==> src/shared/elfpm_pkg.sv <==
// Purpose: constants shared by the enclosure led, fan and power manager
// Assumes: 200 MHz clock, 36 drives in 6 rows of 6, APB byte addresses
// Notes: times are kept in their own unit, cycle counts derive from them
package elfpm_pkg;

  // ==========================================================
  // geometry and clock
  localparam int NUM_DRV = 36;
  localparam int ROW_DRV = 6;
  localparam int NUM_ROW = 6;
  localparam int CLK_HZ = 200_000_000;

  // ==========================================================
  // times
  localparam int HALF_BLINK_MS = 250; // half period of the 2 Hz blink
  localparam int IDENT_ON_S = 3;
  localparam int IDENT_OFF_S = 1;
  localparam int ROW_STEP_S = 1;
  localparam int SAMPLE_MAX_S = 2; // current sampled every second
  localparam int WARN_LEAD_S = 30; // lead the thermal predictor gives
  localparam int QTR_CYC = CLK_HZ / 1000 * HALF_BLINK_MS;

  // ==========================================================
  // fan pwm
  localparam int PWM_STEPS = 100; // duty is counted in hundredths
  localparam logic [6:0] SAFE_DUTY = 7'h3C; // 60 of 100 steps

  // ==========================================================
  // synchronised pin vector layout
  localparam int PIN_LINK = 0;
  localparam int PIN_PRES = 36;
  localparam int PIN_OPEN = 72;
  localparam int PIN_THERM = 73;
  localparam int PIN_GPIO = 74;
  localparam int GPIO_W = 7;
  localparam int PIN_W = 81;

  // ==========================================================
  // register offsets
  localparam logic [7:0] OFF_CTRL = 8'h00;
  localparam logic [7:0] OFF_FAULT_LO = 8'h04;
  localparam logic [7:0] OFF_FAULT_HI = 8'h08;
  localparam logic [7:0] OFF_IDENT_LO = 8'h0C;
  localparam logic [7:0] OFF_IDENT_HI = 8'h10;
  localparam logic [7:0] OFF_FAN = 8'h14;
  localparam logic [7:0] OFF_AVG_WIN = 8'h18;
  localparam logic [7:0] OFF_POLL = 8'h1C;
  localparam logic [7:0] OFF_TIME = 8'h20;
  localparam logic [7:0] OFF_STATUS = 8'h24;
  localparam logic [7:0] OFF_RT_PWR = 8'h28;
  localparam logic [7:0] OFF_AVG_PWR = 8'h2C;
  localparam logic [7:0] OFF_LOG_DATA = 8'h30;
  localparam logic [7:0] OFF_LOG_STAT = 8'h34;

  // ==========================================================
  // fields and reset values
  localparam int CTRL_BOOT = 0;
  localparam int CTRL_SRV = 1;
  localparam int FAN_SIDE_LSB = 8;
  localparam logic [7:0] WIN_MIN = 8'h01;
  localparam logic [7:0] AVG_WIN_RST = 8'h01;
  localparam logic [7:0] POLL_RST = 8'h0A;
  localparam logic [3:0] LOG_DEPTH = 4'h8;

endpackage

==> src/design/elfpm_pwm.sv <==
// Purpose: one fan pwm channel, duty in steps of a build-time period
// Assumes: duty of STEPS or more gives a constant high output
// Notes: counter is 7 bits wide, so STEPS must stay at 128 or below
`timescale 1ns/10ps
module elfpm_pwm #(
  parameter int unsigned STEPS = elfpm_pkg::PWM_STEPS
) (
  // clock and reset
  input wire logic clock,
  input wire logic rst,
  // duty and output
  input wire logic [6:0] duty,
  output logic pwm
);

  typedef struct packed {
    logic [6:0] cnt;
    logic out;
  } elfpm_pwm_s;

  elfpm_pwm_s st;
  elfpm_pwm_s next_st;

  // ==========================================================
  // period counter and compare
  // any count out of range falls back to zero, so no reset is needed
  always_comb begin
    next_st = st;
    if (st.cnt < 7'(STEPS - 1)) begin
      next_st.cnt = st.cnt + 7'h1;
    end else begin
      next_st.cnt = 7'h0;
    end
    // fans never stop in reset, they run at the safe duty
    if (rst) begin
      next_st.out = st.cnt < elfpm_pkg::SAFE_DUTY;
    end else begin
      next_st.out = st.cnt < duty;
    end
  end

  // state register, counter keeps running through reset
  always_ff @(posedge clock) begin
    st <= next_st;
  end

  assign pwm = st.out;

endmodule // elfpm_pwm

==> src/design/elfpm_top.sv <==
// Purpose: drive leds, fan pwm, chassis power and event log of a drawer
// Assumes: apb slave, zero wait, all pins but drive_act synchronised in three stages
// Notes: thermal predictor and hot swap readout live outside this block
`timescale 1ns/10ps
module elfpm_top #(
  parameter int unsigned QTR_CYC = elfpm_pkg::QTR_CYC
) (
  // clock and reset
  input wire logic clock,
  input wire logic rst,
  // apb slave
  input wire logic psel,
  input wire logic penable,
  input wire logic pwrite,
  input wire logic [7:0] paddr,
  input wire logic [31:0] pwdata,
  output logic [31:0] prdata,
  output logic pready,
  output logic pslverr,
  // drive pins
  input wire logic [35:0] link_up,
  input wire logic [35:0] drive_present,
  input wire logic [35:0] drive_act,
  output logic [35:0] link_led,
  output logic [35:0] fault_led,
  // drawer, thermal and status pins
  input wire logic drawer_open,
  input wire logic thermal_pred,
  input wire logic [6:0] status_in,
  // event pulses from expander logic
  input wire logic ev_sensor,
  input wire logic ev_bus,
  input wire logic ev_drive,
  input wire logic ev_link,
  // time from management controller
  input wire logic mc_time_load,
  input wire logic [19:0] mc_time,
  // hot_swap_monitor readout
  output logic hsc_req,
  input wire logic hsc_valid,
  input wire logic [15:0] hsc_cur,
  input wire logic [15:0] hsc_volt,
  // fans and polling
  output logic pwm_mid,
  output logic pwm_side,
  output logic temp_poll
);

  typedef struct packed {
    logic [80:0] s1;
    logic [80:0] s2;
    logic [80:0] s3;
    logic [80:0] flt;
    logic [25:0] qcnt;
    logic [1:0] qn;
    logic blink;
    logic [1:0] ph;
    logic [2:0] rows;
    logic [35:0] fault;
    logic [35:0] ident;
    logic [35:0] fled;
    logic [35:0] lled;
    logic boot;
    logic srv;
    logic [6:0] dmid;
    logic [6:0] dside;
    logic [7:0] win;
    logic [7:0] poll;
    logic [7:0] pcnt;
    logic tpoll;
    logic [19:0] ts;
    logic hreq;
    logic [15:0] volt;
    logic [31:0] rt;
    logic [31:0] avg;
    logic [23:0] acc;
    logic [23:0] dvd;
    logic [7:0] ns;
    logic [8:0] rem;
    logic [4:0] di;
    logic dbusy;
    logic [5:0] pend;
    logic [7:0][31:0] mem;
    logic [2:0] wp;
    logic [2:0] rp;
    logic [3:0] lcnt;
    logic [31:0] rdata;
  } elfpm_state_s;

  localparam elfpm_state_s ST_RST = '{
    rows: 3'h1,
    dmid: elfpm_pkg::SAFE_DUTY,
    dside: elfpm_pkg::SAFE_DUTY,
    win: elfpm_pkg::AVG_WIN_RST,
    poll: elfpm_pkg::POLL_RST,
    default: '0
  };

  elfpm_state_s st;
  elfpm_state_s next_st;

  logic [80:0] pins;
  logic [80:0] flt_d;
  logic qtick;
  logic stick;
  logic is_open;
  logic warn_on;
  logic id_on;
  logic [35:0] link_f;
  logic [35:0] row_lit;
  logic [35:0] fled_d;
  logic [35:0] lled_d;
  logic access;
  logic setup;
  logic hit;
  logic wr;
  logic pop;
  logic push;
  logic [5:0] newev;
  logic [5:0] lowbit;
  logic [3:0] code;
  logic [7:0] win_eff;
  logic [7:0] poll_eff;
  logic [8:0] rem_sh;
  logic [6:0] duty_mid;
  logic [6:0] duty_side;

  // ==========================================================
  // pins, timebase and decode
  // drawer insertion pin is the open indication
  assign pins = {status_in, thermal_pred, drawer_open, drive_present,
    link_up};
  // a bit moves only once stages two and three agree
  assign flt_d = (st.s2 & st.s3) | (st.flt & (st.s2 ^ st.s3));
  assign qtick = st.qcnt == 26'(QTR_CYC - 1);
  assign stick = qtick && st.qn == 2'h3;
  assign is_open = st.flt[elfpm_pkg::PIN_OPEN];
  // predictor flags trip WARN_LEAD_S ahead, pattern starts next cycle
  assign warn_on = is_open & st.flt[elfpm_pkg::PIN_THERM];
  assign id_on = st.ph < 2'(elfpm_pkg::IDENT_ON_S);
  assign link_f = st.flt[elfpm_pkg::PIN_LINK +: 36];
  assign access = psel & penable;
  assign setup = psel & ~penable;
  assign hit = paddr[1:0] == 2'h0 && paddr <= elfpm_pkg::OFF_LOG_STAT;
  assign wr = access & pwrite & hit;
  assign pop = access & ~pwrite & paddr == elfpm_pkg::OFF_LOG_DATA
    & st.lcnt != 4'h0;
  assign push = st.pend != 6'h0 && st.lcnt < elfpm_pkg::LOG_DEPTH;
  assign lowbit = st.pend & (~st.pend + 6'h1);
  assign win_eff = (st.win < elfpm_pkg::WIN_MIN) ? elfpm_pkg::WIN_MIN
    : st.win;
  assign poll_eff = (st.poll == 8'h0) ? 8'h1 : st.poll;
  assign rem_sh = {st.rem[7:0], st.dvd[23]};
  // status changes and presence changes feed the log
  assign newev = {
    flt_d[elfpm_pkg::PIN_PRES +: 36] != st.flt[elfpm_pkg::PIN_PRES +: 36],
    flt_d[elfpm_pkg::PIN_GPIO +: 7] != st.flt[elfpm_pkg::PIN_GPIO +: 7],
    ev_link, ev_drive, ev_bus, ev_sensor};

  // ==========================================================
  // per drive led logic
  generate
    for (genvar i = 0; i < elfpm_pkg::NUM_DRV; i++) begin : g_drv
      assign row_lit[i] = st.rows > 3'(i / elfpm_pkg::ROW_DRV);
      // faulted drive blinks during warning, else steady fault or ident
      assign fled_d[i] = warn_on ? (st.fault[i] ? st.blink : row_lit[i])
        : (st.fault[i] | (st.ident[i] & id_on));
      // activity blanking only with drawer out, a lit fault led forces dark
      assign lled_d[i] = link_f[i] & ~fled_d[i]
        & ~(is_open & drive_act[i]);
    end
  endgenerate

  // lowest pending event is logged first
  always_comb begin
    code = 4'h0;
    for (int k = 5; k >= 0; k--) begin
      if (st.pend[k]) begin
        code = 4'(k + 1);
      end
    end
  end

  // ==========================================================
  // next state
  always_comb begin
    next_st = st;
    next_st.s1 = pins;
    next_st.s2 = st.s1;
    next_st.s3 = st.s2;
    next_st.flt = flt_d;
    // quarter second tick, 2 Hz symmetric blink
    next_st.qcnt = qtick ? 26'h0 : st.qcnt + 26'h1;
    if (qtick) begin
      next_st.qn = st.qn + 2'h1;
      next_st.blink = ~st.blink;
    end
    // four second identify cycle and row stepping
    if (stick) begin
      next_st.ph = (st.ph == 2'(elfpm_pkg::IDENT_ON_S
        + elfpm_pkg::IDENT_OFF_S - 1)) ? 2'h0 : st.ph + 2'h1;
      next_st.ts = st.ts + 20'h1;
    end
    if (!warn_on) begin
      next_st.rows = 3'h1;
    end else if (stick) begin
      next_st.rows = (st.rows == 3'(elfpm_pkg::NUM_ROW)) ? 3'h1
        : st.rows + 3'(elfpm_pkg::ROW_STEP_S);
    end
    next_st.fled = fled_d;
    next_st.lled = lled_d;
    // one current sample request per second
    next_st.hreq = stick;
    // drive temperature poll pulse
    next_st.tpoll = 1'b0;
    if (stick) begin
      if (st.pcnt + 8'h1 >= poll_eff) begin
        next_st.pcnt = 8'h0;
        next_st.tpoll = 1'b1;
      end else begin
        next_st.pcnt = st.pcnt + 8'h1;
      end
    end
    // serial divide of the current sum by the window length
    if (st.dbusy) begin
      if (rem_sh >= {1'b0, win_eff}) begin
        next_st.rem = rem_sh - {1'b0, win_eff};
        next_st.dvd = {st.dvd[22:0], 1'b1};
      end else begin
        next_st.rem = rem_sh;
        next_st.dvd = {st.dvd[22:0], 1'b0};
      end
      next_st.di = st.di - 5'h1;
      if (st.di == 5'h1) begin
        next_st.dbusy = 1'b0;
        next_st.avg = 32'(next_st.dvd[15:0]) * 32'(st.volt);
      end
    end
    // new reading: real-time power and window accumulation
    if (hsc_valid) begin
      next_st.volt = hsc_volt;
      next_st.rt = 32'(hsc_cur) * 32'(hsc_volt);
      if (st.ns + 8'h1 >= win_eff) begin
        next_st.dvd = st.acc + 24'(hsc_cur);
        next_st.acc = 24'h0;
        next_st.ns = 8'h0;
        next_st.rem = 9'h0;
        next_st.di = 5'h18;
        next_st.dbusy = 1'b1;
      end else begin
        next_st.acc = st.acc + 24'(hsc_cur);
        next_st.ns = st.ns + 8'h1;
      end
    end
    // event log, a new event wins over the clear of its bit
    next_st.pend = (st.pend & ~(push ? lowbit : 6'h0)) | newev;
    if (push) begin
      next_st.mem[st.wp] = {code, (code == 4'h5)
        ? 8'(st.flt[elfpm_pkg::PIN_GPIO +: 7]) : 8'h0, st.ts};
      next_st.wp = st.wp + 3'h1;
    end
    if (pop) begin
      next_st.rp = st.rp + 3'h1;
    end
    next_st.lcnt = st.lcnt + 4'(push) - 4'(pop);
    // controller time only in server configuration
    if (mc_time_load && st.srv) begin
      next_st.ts = mc_time;
    end
    // register writes, runtime settings
    if (wr) begin
      case (paddr)
        elfpm_pkg::OFF_CTRL: begin
          next_st.boot = pwdata[elfpm_pkg::CTRL_BOOT];
          next_st.srv = pwdata[elfpm_pkg::CTRL_SRV];
        end
        elfpm_pkg::OFF_FAULT_LO: next_st.fault[31:0] = pwdata;
        elfpm_pkg::OFF_FAULT_HI: next_st.fault[35:32] = pwdata[3:0];
        elfpm_pkg::OFF_IDENT_LO: next_st.ident[31:0] = pwdata;
        elfpm_pkg::OFF_IDENT_HI: next_st.ident[35:32] = pwdata[3:0];
        elfpm_pkg::OFF_FAN: begin
          next_st.dmid = pwdata[6:0];
          next_st.dside = pwdata[elfpm_pkg::FAN_SIDE_LSB +: 7];
        end
        elfpm_pkg::OFF_AVG_WIN: next_st.win = pwdata[7:0];
        elfpm_pkg::OFF_POLL: next_st.poll = pwdata[7:0];
        elfpm_pkg::OFF_TIME: next_st.ts = pwdata[19:0];
        default: next_st.ts = next_st.ts;
      endcase
    end
    // read data prepared in setup, shown in access
    if (setup) begin
      case (paddr)
        elfpm_pkg::OFF_CTRL: next_st.rdata = 32'({st.srv, st.boot});
        elfpm_pkg::OFF_FAULT_LO: next_st.rdata = st.fault[31:0];
        elfpm_pkg::OFF_FAULT_HI: next_st.rdata = 32'(st.fault[35:32]);
        elfpm_pkg::OFF_IDENT_LO: next_st.rdata = st.ident[31:0];
        elfpm_pkg::OFF_IDENT_HI: next_st.rdata = 32'(st.ident[35:32]);
        elfpm_pkg::OFF_FAN: next_st.rdata = 32'({1'b0, st.dside, 1'b0,
          st.dmid});
        elfpm_pkg::OFF_AVG_WIN: next_st.rdata = 32'(st.win);
        elfpm_pkg::OFF_POLL: next_st.rdata = 32'(st.poll);
        elfpm_pkg::OFF_TIME: next_st.rdata = 32'(st.ts);
        elfpm_pkg::OFF_STATUS: next_st.rdata = 32'(st.flt[80:72]);
        elfpm_pkg::OFF_RT_PWR: next_st.rdata = st.rt;
        elfpm_pkg::OFF_AVG_PWR: next_st.rdata = st.avg;
        elfpm_pkg::OFF_LOG_DATA: next_st.rdata = (st.lcnt != 4'h0)
          ? st.mem[st.rp] : 32'h0;
        elfpm_pkg::OFF_LOG_STAT: next_st.rdata = 32'(st.lcnt);
        default: next_st.rdata = 32'h0;
      endcase
    end
  end

  // state register
  always_ff @(posedge clock) begin
    if (rst) begin
      st <= ST_RST;
    end else begin
      st <= next_st;
    end
  end

  // ==========================================================
  // fans: safe duty until software marks boot done
  assign duty_mid = st.boot ? st.dmid : elfpm_pkg::SAFE_DUTY;
  assign duty_side = st.boot ? st.dside : elfpm_pkg::SAFE_DUTY;

  // middle pair and side pair run independently
  elfpm_pwm #(.STEPS(elfpm_pkg::PWM_STEPS)) u_pwm_mid (
    .clock(clock),
    .rst(rst),
    .duty(duty_mid),
    .pwm(pwm_mid)
  );
  elfpm_pwm #(.STEPS(elfpm_pkg::PWM_STEPS)) u_pwm_side (
    .clock(clock),
    .rst(rst),
    .duty(duty_side),
    .pwm(pwm_side)
  );

  // outputs
  assign fault_led = st.fled;
  assign link_led = st.lled;
  assign hsc_req = st.hreq;
  assign temp_poll = st.tpoll;
  assign prdata = st.rdata;
  assign pready = 1'b1;
  assign pslverr = access & ~hit;
endmodule // elfpm_top

==> config.mk <==
export PLATFORM = sky130hd
export DESIGN_NAME = elfpm_top
export DESIGN_NICKNAME = d
export VERILOG_FILES = /design/src/shared/elfpm_pkg.sv /design/src/design/elfpm_pwm.sv /design/src/design/elfpm_top.sv
export SDC_FILE = /design/constraint.sdc
export NUM_CORES = 2
export LEC_CHECK = 0
export ABC_CLOCK_PERIOD_IN_PS = 7900
export BUFFER_PORTS_ARGS = -buffer_cell sky130_fd_sc_hd__buf_2
export CAP_MARGIN = 30
export CELL_PAD_IN_SITES_DETAIL_PLACEMENT = 1
export CELL_PAD_IN_SITES_GLOBAL_PLACEMENT = 2
export CORE_MARGIN = 4
export CORE_UTILIZATION = 39
export DETAILED_ROUTE_END_ITERATION = 8
export PLACE_DENSITY = 0.86
export REMOVE_ABC_BUFFERS = 1
export SYNTH_ARGS = -nofsm -noshare
export SYNTH_HDL_FRONTEND = slang
export SYNTH_HIERARCHICAL = 1
export SYNTH_SLANG_ARGS = --single-unit
==> constraint.sdc <==
create_clock -name clock -period 7.9 [get_ports clock]
set_input_delay 1.58 -clock clock [delete_from_list [all_inputs] [get_ports clock]]
set_output_delay 1.58 -clock clock [all_outputs]
set_load 0.005 [all_outputs]
==> summary.md <==
| Metric | Value |
|---|---|
| Status | `finished, final reports clean` |
| Synthesized instance count | `6792` |
| Final setup viols | `0` |
| I/O pins | `330` |
| Peak VDD IR | `326 uV` |
| Crit. Startpoint | `st[496]` |
| # rows | `143` |
| EDFF count, synth | `0` |
| Layout Nets | `7795` |
| Vias in the first global route | `51200` |
| Pre-CTS WS | `0.0694 ns` |
| Sequential Power Share | `31.7%` |
| Final Cycle Share | `93.7%` |
| DIE WIDTH | `398 um` |
| Yosys reg bits | `1018` |
| Int Pwr | `0.0110 W` |
| Pwr Density | `263 nW/um^2` |
| GRT overflow | `0` |
| P_sw | `0.00636 W` |
| TritonCTS clock tree | `yes` |
| Max-slew violation count | `0` |
| Min Clock Period, post-route | `7.40 ns` |
| Ys async rst share | `0%` |
| Setup slack, reg-to-reg | `0.50 ns` |
| Clock power share | `31.2%` |
| Fin cells | `8964` |
| Via-to-Cell Ratio | `5.40` |
| Final WS setup | `0.498 ns` |
| Worst R2R End | `st[405]` |
| Final WL | `200 mm` |
| Slowest CP cell | `fa_1` |
| Most common cell after layout, fill and taps aside | `nand2_1` |
| FF-to-FF Start | `st[496]` |
| CP most frequent cell | `fa_1` |
| Placed insts | `8741` |
| Initial Util | `39.2%` |
| Most frequent cells in the layout | `nand2_1 (1156), dfxtp_1 (1013), a21oi_1 (649)` |
| Total of max-cap violations | `0` |
| Global Route Usage Sum | `24.8%` |
| RSZ-0062 raised after global routing | `no` |
| Initial antenna violation count | `21` |
| Die area | `159000 um^2` |
| Post-route DRC | `0` |
| Clock Sinks | `1018` |
| Worst-path maximum fanout | `5` |
| Worst Path Required | `8.46 ns` |
| Synth warn | `6` |
| CP endpoint kind | `flip-flop` |
| Cts bufs inserted | `110` |
| GP Congestion | `0.919` |
| Die Y | `398 um` |
| Port bufs | `328` |
| Final Skew | `0.0858 ns` |
| Clock H-tree levels | `3` |
| Least-Margin Pin Slew | `1.02 ns` |
| DR iter-0 viols | `3258` |
| Hold Startpoint | `next_st[904]` |
| CORE AREA | `152000 um^2` |
| Reg2reg path depth | `30` |
| Final ANT Viol Nets | `0` |
| Crit Path Class | `flip-flop to flip-flop` |
| Sw Ratio | `36.6%` |
| Setup crit end | `st[405]` |
| Hold Fails Final Rpt | `0` |
| 1st-pass router iterations | `7` |
| Synthesis-to-finish area growth | `11.4%` |
| Count of different cell masters after synthesis | `86` |
| Worst min-delay path class | `flip-flop to flip-flop` |
| Root Buffer | `clkbuf_16` |
| Slew margin rel. | `30.2%` |
| CTS Buffer Depth | `3` |
| Largest net degree at the start of global routing | `186` |
| Clock latency on the worst-skew pair | `0.75 ns` |
| Register clock-pin slew on the reported worst setup and hold paths | `0.06 ns` |
| FMAX | `0.135 GHz` |
| Via count | `48400` |
| HPWL Detailed | `146 mm` |
| Global-route wire length before repair | `307 mm` |
| Critical Path Source Type | `flip-flop` |
| Syn Area/Cell | `8.75 um^2` |
| Share of cells above drive strength 1 | `11.1%` |
| Slowest stage delay, CP | `0.52 ns` |
| Comb pwr share | `37.0%` |
| Final core utilization | `43.6%` |
| Fraction of the yosys area taken by sequential cells | `34.3%` |
| Cell area after synthesis | `59400 um^2` |
| Drt wl/cell | `22.3 um` |
| Arrival @ worst endpoint | `7.96 ns` |
| Synth Flop Type | `dfxtp_1` |
| P_leak | `27.7 nW` |
-- metal layers --
metal	track usage, %	wire length [um]
met2	42.2	95800
met4	7.80	6570
met1	32.4	85800
met3	3.94	11500
met5	0	41
-- timing repair --
| item | CTS | global route |
|---|---|---|
| gates resized for setup | 1 | 5 |
| hold buffers | 0 | 0 |
| pin swaps | 0 | 5 |
| setup buffers | 0 | 1 |
| setup endpoints to repair | 1 | 9 |
-- worst max-delay path: cells and delay by family, from the launching register on --
| family | cells | cell delay [ns] |
|---|---|---|
| adder cells (fa/ha/maj) | 8 | 3.36 |
| AO/OA/AOI/OAI | 12 | 2.41 |
| flip-flops | 1 | 0.35 |
| AND/OR/NAND/NOR | 6 | 0.89 |
| buffers and inverters | 4 | 0.20 |
-- how the worst min path moves through the flow --
stage	endpoint	cells past startpoint
after floorplan	next_st[776]	1
after global placement	next_st[797]	1
after detailed placement	next_st[817]	1
after CTS	next_st[817]	1
after global routing	next_st[836]	1
final	next_st[823]	1
-- kinds of logic (layout without fill, tap and decap cells) --
family,Yosys count,in the layout,synth area share [%]
compound gates,1127,1127,11.3
xor+xnor,152,152,2.24
fa+ha+maj,750,750,20.7
buf+inv,1063,1189,7.47
flops,1018,1018,34.3
mux,188,188,4.54
other cells,1,17,0.00631
simple gates,2493,2493,19.5
-- registers in the layout, summed over array words and instances (netlist names) --
name and cells:
prdata 32, u_pwm_side/pwm 1, st 688, u_pwm_mid/pwm 1, fault_led 36, link_f 36, rem_sh 9, hsc_req 1
temp_poll 1, is_open 1, u_pwm_mid/st 7, u_pwm_side/st 7, link_led 36, next_st 162
-- through the flow --
step	area (um^2)	TNS [ns]	hold WS, ns	power [W]
2_1_floorplan	57100	-6.34	0.414	0.00989
3_3_place_gp	62100	0	0.417	0.0119
3_5_place_dp	62300	0	0.426	0.0121
4_1_cts	66100	0	0.440	0.0175
5_1_grt	66200	0	0.456	0.0186
6_report	66200	0	0.435	0.0174
-- cell type report --
type,count,area [um^2]
Sequential cell,1018,20400
Antenna cell,16,40.0
Inverter,553,2080
Clock buffer,151,3130
Timing Repair Buffer,431,2530
Tap cell,2030,2540
Fill cell,17800,85500
Clock inverter,54,716
Multi-Input combinational cell,4711,34800
-- synth_stat cells, drive strengths merged (77+ instances only) --
cell type | n | share of area [%]
clkbuf | 366 | 2.3
xnor2 | 78 | 1.1
dfxtp | 1018 | 34
nor2b | 286 | 3.0
o21ai | 123 | 1.0
buf | 144 | 1.7
mux2i | 110 | 1.9
a21oi | 653 | 5.5
and2 | 208 | 2.2
ha | 359 | 7.6
nand2 | 1159 | 7.3
nand3 | 77 | 0.65
nor3 | 78 | 0.73
fa | 391 | 13
inv | 552 | 3.5
nor2 | 480 | 3.0
-- power groups by stage --
stage	clock (W)	combinational [W]	sequential, W
finish	0.00544	0.00644	0.00552
global route	0.00576	0.00729	0.00553
CTS	0.00554	0.00649	0.00551
detailed placement	0	0.00643	0.00562
global placement	0	0.00626	0.00562
floorplan	0	0.00436	0.00553
(Power assumes the default switching activity.)
